<file path="src/hw/pmsia_regs.svh">
// Summary of operation
// - status bit 2 reads 1 while the link is up and 0 while it is down, resetting to 0.
// - status bit 5 reads 1 once auto-negotiation has finished and 0 before, resetting to 0.
// - status bit 4 reads 1 while a remote fault is detected and 0 otherwise, resetting to 0.
// - status bit 3 always reads 1 to show that auto-negotiation is supported.
// - status bit 0 always reads 0 to show that no extended register set exists.
// - register 2h returns the upper sixteen identifier bits, read-only.
// - register 3h returns the lower sixteen identifier bits, read-only.
// - advertisement register 4h has reserved bits 15 to 11 that read 0.
// - advertisement bit 10 is read/write pause capability and resets to 1.
// - advertisement bit 8 is read/write 100 Mbit/s full duplex and resets to 1.
// - advertisement bit 7 is read/write 100 Mbit/s half duplex and resets to 1.
`ifndef PMSIA_REGS_SVH
`define PMSIA_REGS_SVH

// ==========================================================
// register indices
`define PMSIA_IDX_STATUS      5'h01
`define PMSIA_IDX_ID_UPPER    5'h02
`define PMSIA_IDX_ID_LOWER    5'h03
`define PMSIA_IDX_ADVERT      5'h04

// ==========================================================
// status fields
`define PMSIA_ST_EXT_BIT      0
`define PMSIA_ST_LINK_BIT     2
`define PMSIA_ST_ANCAP_BIT    3
`define PMSIA_ST_FAULT_BIT    4
`define PMSIA_ST_ANDONE_BIT   5

// ==========================================================
// advertisement fields and resets
`define PMSIA_ADV_PAUSE_BIT   10
`define PMSIA_ADV_100FD_BIT   8
`define PMSIA_ADV_100HD_BIT   7
`define PMSIA_ADV_PAUSE_RST   1'h1
`define PMSIA_ADV_100FD_RST   1'h1
`define PMSIA_ADV_100HD_RST   1'h1
`define PMSIA_ADV_RSVD_MSB    15
`define PMSIA_ADV_RSVD_LSB    11

// ==========================================================
// input capture and read port
`define PMSIA_SYNC_STAGES     3
`define PMSIA_RD_DATA_RST     16'h0000

// ==========================================================
// identifier defaults, values arbitrary
`define PMSIA_ID_UPPER_DEF    16'hA5C3
`define PMSIA_ID_LOWER_DEF    16'h3C5A

`endif

</file>
<file path="src/hw/pmsia_pkg.sv">
package pmsia_pkg;

   // ==========================================================
   // management access request
   typedef struct packed {
      logic        wr;
      logic        rd;
      logic [4:0]  idx;
      logic [15:0] wdata;
   } pmsia_req_t;

   // ==========================================================
   // line conditions from the port logic
   typedef struct packed {
      logic an_done;
      logic far_fault;
      logic link_up;
   } pmsia_line_t;

   // ==========================================================
   // advertised abilities
   typedef struct packed {
      logic pause;
      logic fd100;
      logic hd100;
   } pmsia_adv_t;

endpackage : pmsia_pkg

</file>
<file path="src/hw/pmsia_top.sv">
`timescale 1ns/1ps
`include "pmsia_regs.svh"

module pmsia_top #(
   parameter logic [15:0] ID_UPPER    = `PMSIA_ID_UPPER_DEF,
   parameter logic [15:0] ID_LOWER    = `PMSIA_ID_LOWER_DEF,
   parameter int          SYNC_STAGES = `PMSIA_SYNC_STAGES
) (
   input  wire  logic                   clk_sys,
   input  wire  logic                   reset,
   input  wire  pmsia_pkg::pmsia_req_t  req,
   input  wire  pmsia_pkg::pmsia_line_t line_in,
   output logic [15:0]                  rd_data_q,
   output logic                         rd_valid_q,
   output pmsia_pkg::pmsia_adv_t        adv_q
);

   // ==========================================================
   // parameter and constant checks
   if (SYNC_STAGES != 3) begin : g_bad_sync
      $error("pmsia_top: SYNC_STAGES must be 3");
   end

   if (`PMSIA_ST_EXT_BIT > 15 || `PMSIA_ST_LINK_BIT > 15 ||
       `PMSIA_ST_ANCAP_BIT > 15 || `PMSIA_ST_FAULT_BIT > 15 ||
       `PMSIA_ST_ANDONE_BIT > 15) begin : g_bad_status_width
      $error("pmsia_top: status bit outside the word");
   end

   if (`PMSIA_ST_LINK_BIT == `PMSIA_ST_FAULT_BIT ||
       `PMSIA_ST_LINK_BIT == `PMSIA_ST_ANDONE_BIT ||
       `PMSIA_ST_FAULT_BIT == `PMSIA_ST_ANDONE_BIT) begin : g_bad_line_map
      $error("pmsia_top: status line bits overlap");
   end

   if (`PMSIA_ST_ANCAP_BIT == `PMSIA_ST_EXT_BIT ||
       `PMSIA_ST_ANCAP_BIT == `PMSIA_ST_LINK_BIT ||
       `PMSIA_ST_ANCAP_BIT == `PMSIA_ST_FAULT_BIT ||
       `PMSIA_ST_ANCAP_BIT == `PMSIA_ST_ANDONE_BIT) begin : g_bad_cap_map
      $error("pmsia_top: capability bit overlaps another status bit");
   end

   if (`PMSIA_ST_EXT_BIT == `PMSIA_ST_LINK_BIT ||
       `PMSIA_ST_EXT_BIT == `PMSIA_ST_FAULT_BIT ||
       `PMSIA_ST_EXT_BIT == `PMSIA_ST_ANDONE_BIT) begin : g_bad_ext_map
      $error("pmsia_top: extended bit overlaps a line bit");
   end

   if (`PMSIA_ADV_PAUSE_BIT == `PMSIA_ADV_100FD_BIT ||
       `PMSIA_ADV_PAUSE_BIT == `PMSIA_ADV_100HD_BIT ||
       `PMSIA_ADV_100FD_BIT == `PMSIA_ADV_100HD_BIT) begin : g_bad_adv_map
      $error("pmsia_top: advertisement bits overlap");
   end

   if (`PMSIA_ADV_RSVD_MSB != 15 ||
       `PMSIA_ADV_RSVD_LSB > `PMSIA_ADV_RSVD_MSB) begin : g_bad_rsvd_range
      $error("pmsia_top: reserved advertisement range must end at bit 15");
   end

   if (`PMSIA_ADV_PAUSE_BIT >= `PMSIA_ADV_RSVD_LSB ||
       `PMSIA_ADV_100FD_BIT >= `PMSIA_ADV_RSVD_LSB ||
       `PMSIA_ADV_100HD_BIT >= `PMSIA_ADV_RSVD_LSB) begin : g_bad_adv_rsvd
      $error("pmsia_top: advertisement bit inside the reserved range");
   end

   if (`PMSIA_IDX_STATUS == `PMSIA_IDX_ID_UPPER ||
       `PMSIA_IDX_STATUS == `PMSIA_IDX_ID_LOWER ||
       `PMSIA_IDX_STATUS == `PMSIA_IDX_ADVERT ||
       `PMSIA_IDX_ID_UPPER == `PMSIA_IDX_ID_LOWER ||
       `PMSIA_IDX_ID_UPPER == `PMSIA_IDX_ADVERT ||
       `PMSIA_IDX_ID_LOWER == `PMSIA_IDX_ADVERT) begin : g_bad_idx_map
      $error("pmsia_top: register indices overlap");
   end

   // ==========================================================
   // three-stage input capture
   logic [2:0] sync1_q;
   logic [2:0] sync2_q;
   logic [2:0] sync3_q;

   always_ff @(posedge clk_sys) begin
      if (reset) begin
         sync1_q <= 3'h0;
         sync2_q <= 3'h0;
         sync3_q <= 3'h0;
      end else begin
         sync1_q <= line_in;
         sync2_q <= sync1_q;
         sync3_q <= sync2_q;
      end
   end

   // ==========================================================
   // change taken when stages 2 and 3 agree
   logic [2:0] line_q;

   genvar gi;
   for (gi = 0; gi < 3; gi++) begin : g_filt
      always_ff @(posedge clk_sys) begin
         if (reset) begin
            line_q[gi] <= 1'h0;
         end else if (sync2_q[gi] == sync3_q[gi]) begin
            line_q[gi] <= sync3_q[gi];
         end
      end
   end

   // ==========================================================
   // settled line conditions
   pmsia_pkg::pmsia_line_t line_s;
   logic                   link_up_s;
   logic                   far_fault_s;
   logic                   an_done_s;

   assign line_s      = line_q;
   assign link_up_s   = line_s.link_up;
   assign far_fault_s = line_s.far_fault;
   assign an_done_s   = line_s.an_done;

   // ==========================================================
   // status word
   logic [15:0] status_w;

   always_comb begin
      status_w                       = 16'h0000;
      status_w[`PMSIA_ST_LINK_BIT]   = link_up_s;
      status_w[`PMSIA_ST_ANDONE_BIT] = an_done_s;
      status_w[`PMSIA_ST_FAULT_BIT]  = far_fault_s;
      status_w[`PMSIA_ST_ANCAP_BIT]  = 1'h1;
      status_w[`PMSIA_ST_EXT_BIT]    = 1'h0;
   end

   // ==========================================================
   // identifier words, fixed at build time
   logic [15:0] id_upper_w;
   logic [15:0] id_lower_w;

   assign id_upper_w = ID_UPPER;
   assign id_lower_w = ID_LOWER;

   // ==========================================================
   // request fields
   logic rd_req;
   logic wr_req;

   assign rd_req = req.rd;
   assign wr_req = req.wr;

   // ==========================================================
   // index decode, shared by the read and write paths
   function automatic logic idx_hit(input logic [4:0] idx, input logic [4:0] want);
      return idx == want;
   endfunction : idx_hit

   logic hit_status;
   logic hit_id_upper;
   logic hit_id_lower;
   logic hit_advert;

   assign hit_status   = idx_hit(req.idx, `PMSIA_IDX_STATUS);
   assign hit_id_upper = idx_hit(req.idx, `PMSIA_IDX_ID_UPPER);
   assign hit_id_lower = idx_hit(req.idx, `PMSIA_IDX_ID_LOWER);
   assign hit_advert   = idx_hit(req.idx, `PMSIA_IDX_ADVERT);

   // ==========================================================
   // advertisement word, only bits 10, 8 and 7 are stored
   function automatic logic [15:0] adv_word(input pmsia_pkg::pmsia_adv_t a);
      logic [15:0] w;
      w                                           = 16'h0000;
      w[`PMSIA_ADV_RSVD_MSB:`PMSIA_ADV_RSVD_LSB] = '0;
      w[`PMSIA_ADV_PAUSE_BIT]                     = a.pause;
      w[`PMSIA_ADV_100FD_BIT]                     = a.fd100;
      w[`PMSIA_ADV_100HD_BIT]                     = a.hd100;
      return w;
   endfunction : adv_word

   // ==========================================================
   // write decode, only the advertisement word takes data
   logic                  adv_wr;
   pmsia_pkg::pmsia_adv_t adv_wdata;

   assign adv_wr    = wr_req && hit_advert;
   assign adv_wdata = {req.wdata[`PMSIA_ADV_PAUSE_BIT],
                       req.wdata[`PMSIA_ADV_100FD_BIT],
                       req.wdata[`PMSIA_ADV_100HD_BIT]};

   // ==========================================================
   // advertisement register
   always_ff @(posedge clk_sys) begin
      if (reset) begin
         adv_q.pause <= `PMSIA_ADV_PAUSE_RST;
         adv_q.fd100 <= `PMSIA_ADV_100FD_RST;
         adv_q.hd100 <= `PMSIA_ADV_100HD_RST;
      end else if (adv_wr) begin
         adv_q <= adv_wdata;
      end
   end

   // ==========================================================
   // read select, unmapped indices read zero
   logic [15:0] rd_mux;

   always_comb begin
      rd_mux = 16'h0000;
      if (hit_status) begin
         rd_mux = status_w;
      end else if (hit_id_upper) begin
         rd_mux = id_upper_w;
      end else if (hit_id_lower) begin
         rd_mux = id_lower_w;
      end else if (hit_advert) begin
         rd_mux = adv_word(adv_q);
      end
   end

   // ==========================================================
   // answer strobe, one cycle after each read
   always_ff @(posedge clk_sys) begin
      if (reset) begin
         rd_valid_q <= 1'h0;
      end else begin
         rd_valid_q <= rd_req;
      end
   end

   // ==========================================================
   // read data, holds until the next read
   always_ff @(posedge clk_sys) begin
      if (reset) begin
         rd_data_q <= `PMSIA_RD_DATA_RST;
      end else if (rd_req) begin
         rd_data_q <= rd_mux;
      end
   end

endmodule : pmsia_top

</file>
<file path="config.mk">
export PLATFORM = sky130hd
export DESIGN_NAME = pmsia_top
export DESIGN_NICKNAME = d
export VERILOG_FILES = /design/src/hw/pmsia_pkg.sv /design/src/hw/pmsia_top.sv
export VERILOG_INCLUDE_DIRS = /design/src /design/src/hw
export SDC_FILE = /design/constraint.sdc
export NUM_CORES = 1
export LEC_CHECK = 0
export ABC_AREA = 1
export BUFFER_PORTS_ARGS = -buffer_cell sky130_fd_sc_hd__buf_2
export CELL_PAD_IN_SITES_DETAIL_PLACEMENT = 1
export CELL_PAD_IN_SITES_GLOBAL_PLACEMENT = 1
export CORE_MARGIN = 8
export CORE_UTILIZATION = 29
export CTS_BUF_LIST = sky130_fd_sc_hd__clkbuf_8
export DETAILED_ROUTE_END_ITERATION = 7
export PLACE_DENSITY_LB_ADDON = 0.1
export SLEW_MARGIN = 40
export SYNTH_ARGS = -nofsm -noshare
export SYNTH_HDL_FRONTEND = slang
export SYNTH_SLANG_ARGS = --single-unit
export TNS_END_PERCENT = 5
</file>
<file path="constraint.sdc">
create_clock -name clk_sys -period 0.8 [get_ports clk_sys]
set_input_delay 0.12 -clock clk_sys [delete_from_list [all_inputs] [get_ports clk_sys]]
set_output_delay 0.12 -clock clk_sys [all_outputs]
set_load 0.005 [all_outputs]
</file>
==> results.py <==
metrics = {
    "outcome": {
        "status": "finished, violations left",
        "violations": "negative setup slack",
    },
    "setup_path": {
        "critPathTopFamily": "flip-flops",
        "start_kind": "flip-flop",
        "cp_common_cell": "buf_6",
        "critPathKind": "flip-flop to output pin",
        "critPathMaxStageDelay_ns": 0.34,
        "required_ns": 0.68,
        "slowest_stage": "dfxtp_2",
        "cp_cell_sequence": "buf_6, buf_6",
        "end_kind": "output pin",
        "path_max_fanout": 2,
        "cp.buffers_inverters": 2,
        "cp.arrival_ns": 0.82,
    },
    "clocking": {
        "path_clk_slew_ns": 0.09,
        "cts_tree": "yes",
        "h-tree-depth": 1,
        "cts.sinks": 26,
        "holdBufCountCts": 0,
        "cts_root_buffer": "clkbuf_8",
        "cts_buffer_depth": 2,
        "clock_latency_ns": 0.27,
        "numCtsBuffers": 3,
    },
    "routing": {
        "wl_um": 2430,
        "vias": 923,
        "drt-initial-drc-count": 33,
        "avgRoutedWirePerCell_um": 11.5,
        "first_pass_iters": 4,
        "vias_per_cell": 4.35,
        "ant_nets": 0,
        "drc": 0,
    },
    "floorplanning": {
        "ios": 48,
        "core_area_um2": 3340,
        "die-area_um2": 5600,
        "die_x_um": 74.9,
        "die_y_um": 74.9,
        "initial_core_util_pct": 30.1,
        "num_rows": 21,
    },
    "global_route": {
        "grt_max_degree": 20,
        "grt_pass1_vias": 924,
        "antenna_found_initial": 0,
        "grt_overflow": 0,
        "grt_pass1_wl_um": 4010,
        "grt_util_all_layers_pct": 9.27,
    },
    "synthesis": {
        "async_reset_ff_share_pct": 0,
        "yosysSeqAreaShare_pct": 51.8,
        "yosysTopAreaCell": "dfxtp_1",
        "syn_area_um2": 1000,
        "ys_dominant_reg_cell": "dfxtp_1",
        "synth_top_area_share_pct": 51.8,
        "ys_top_cells_by_area": "dfxtp_1 (52%), nand2_1 (9.0%), nor2_1 (6.7%)",
        "ys_seq_elements": 26,
        "synth_commonest_cells": "dfxtp_1 (26), nand2_1 (24), nor2_1 (18), inv_1 (16), a21oi_1 (12)",
        "syn-mean-instance-area_um2": 7.85,
        "yosysUniqueCellTypes": 17,
        "synth_cells": 128,
        "synth-warning-count": 0,
        "synth_edf_count": 0,
        "yosysMostFrequentCell": "dfxtp_1",
    },
    "finish": {
        "multi_input_area_um2": 372,
        "fin_cells": 212,
        "area_growth_pct": 37.9,
        "stdcell_area_um2": 1390,
        "ff_latch_area_um2": 538,
        "num_antenna_cells": 0,
        "drive_gt1_share_pct": 40.4,
        "utilization_pct": 41.5,
        "nets": 195,
        "n_fill_cell": 436,
    },
    "power": {
        "p_sw_share_pct": 20.5,
        "power.density_nw_per_um2": 1900,
        "p_sw_mw": 0.540,
        "irDropWorstVdd_mv": 0.969,
        "seq_power_share_pct": 51.0,
        "p_int_mw": 2.09,
        "power_leakage_nw": 0.664,
        "share_comb_of_total_power_pct": 8.0,
        "clockPowerShare_pct": 41.0,
    },
    "place": {
        "place_ws_ns": -0.168,
        "place_hpwl_um": 1980,
        "io_buffers": 32,
        "post_dp_cell_area_um2": 1230,
        "placedCellCount": 206,
        "place.gp.congestion": 0.755,
    },
    "sta": {
        "setup_ws_ns": -0.137,
        "fin_setup_tns_ns": -0.785,
        "final-hold-violation-count": 0,
        "min_period_ns": 0.937,
        "max_freq_mhz": 1070,
        "fin_skew_ns": 0.00117,
        "grt_setup_unrepaired": "yes",
        "setup_viol": 19,
        "fin_crit_sh_pct": 117,
        "slew_viol_final": 0,
    },
    "worst_hold_path": {
        "hp-class": "input port to flip-flop",
    },
    "job": {
        "cap_violations": 0,
    },
}
## layer usage
layer | GRT usage, % | wire length, um | vias to the layer above
li1 | - | - | 470
met1 | 8.59 | 901 | 428
met2 | 17.6 | 1330 | 23
met3 | 4.26 | 190 | 2
met4 | 2.61 | 11 | 0
met5 | 0 | 0 | -
## flip-flops by register name (all words and copies together) (netlist names)
name and count:
sync2_q 3, sync3_q 3, far_fault_s 1, adv_q 3, sync1_q 3, rd_data_q 10, an_done_s 1, rd_valid_q 1
link_up_s 1
## power by group through the flow
stage / Clock (mW) / Combinational, mW / Sequential (mW)
after floorplan: 0 / 0.108 / 1.37
after global placement: 0 / 0.199 / 1.37
after detailed placement: 0 / 0.202 / 1.37
after CTS: 1.15 / 0.208 / 1.34
after global routing: 1.19 / 0.238 / 1.35
final: 1.08 / 0.209 / 1.34
## layout make-up
class / count / share of cell area, %
Sequential cell: 26 / 38.8
Multi-Input combinational cell: 77 / 26.8
Timing Repair Buffer: 42 / 20.4
Inverter: 17 / 4.61
Tap cell: 46 / 4.16
Clock buffer: 3 / 2.98
Clock inverter: 1 / 2.17
## worst reg2reg max path: stages, from the launching register on
cell,delay [ns]
dfxtp_2,0.34
buf_4,0.12
nand4_1,0.08
nor2_1,0.04
nor2_1,0.08
nor2_1,0.05
## metrics by stage
step	power, mW	hold WS [ns]
floorplan	1.47	0.227
CTS	2.70	0.0334
detailed placement	1.57	0.327
global placement	1.57	0.322
finish	2.63	0.0474
global route	2.78	0.0420
## layout by cell type, fill, tap and decap left out, drive strengths merged
cell	Yosys	final
buf	9	42
dfxtp	26	26
nand2	24	24
nor2	21	21
inv	16	16
a21oi	12	12
nand3	8	8
nand4	5	5
o21ai	4	4
clkbuf	0	3
conb	1	2
clkinv	1	1
o21bai	1	1
bufinv	0	1
## repair_timing
| item | CTS | global route |
|---|---|---|
| gates resized for setup | 16 | 8 |
| pin swaps | 2 | 0 |
| buffers inserted | 2 | 0 |
| cloned | 0 | 0 |
| setup endpoints to repair | 19 | 22 |
## path summary, 6_finish.rpt
check             startpoint       endpoint  slack (ns)  depth (start not counted)
hold / removal        req[8]       adv_q[1]        0.05                          3
setup reg to reg    adv_q[2]  rd_data_q[10]       -0.01                          5
hold reg to reg   sync1_q[1]     sync2_q[1]        0.41                          2
setup / recovery    adv_q[2]       adv_q[2]       -0.14                          2
## cells by family (layout without fill, tap and decap cells)
| kind of cell | Yosys count | in the layout | synth area share (%) |
|---|---|---|---|
| other | 1 | 2 | 0.373 |
| DFF | 26 | 26 | 51.8 |
| AOI/OAI and AO/OA | 17 | 17 | 8.72 |
| and+or+nand+nor | 58 | 58 | 26.8 |
| buffers and inverters | 26 | 63 | 12.3 |
Power figures use the tool's default switching activity.
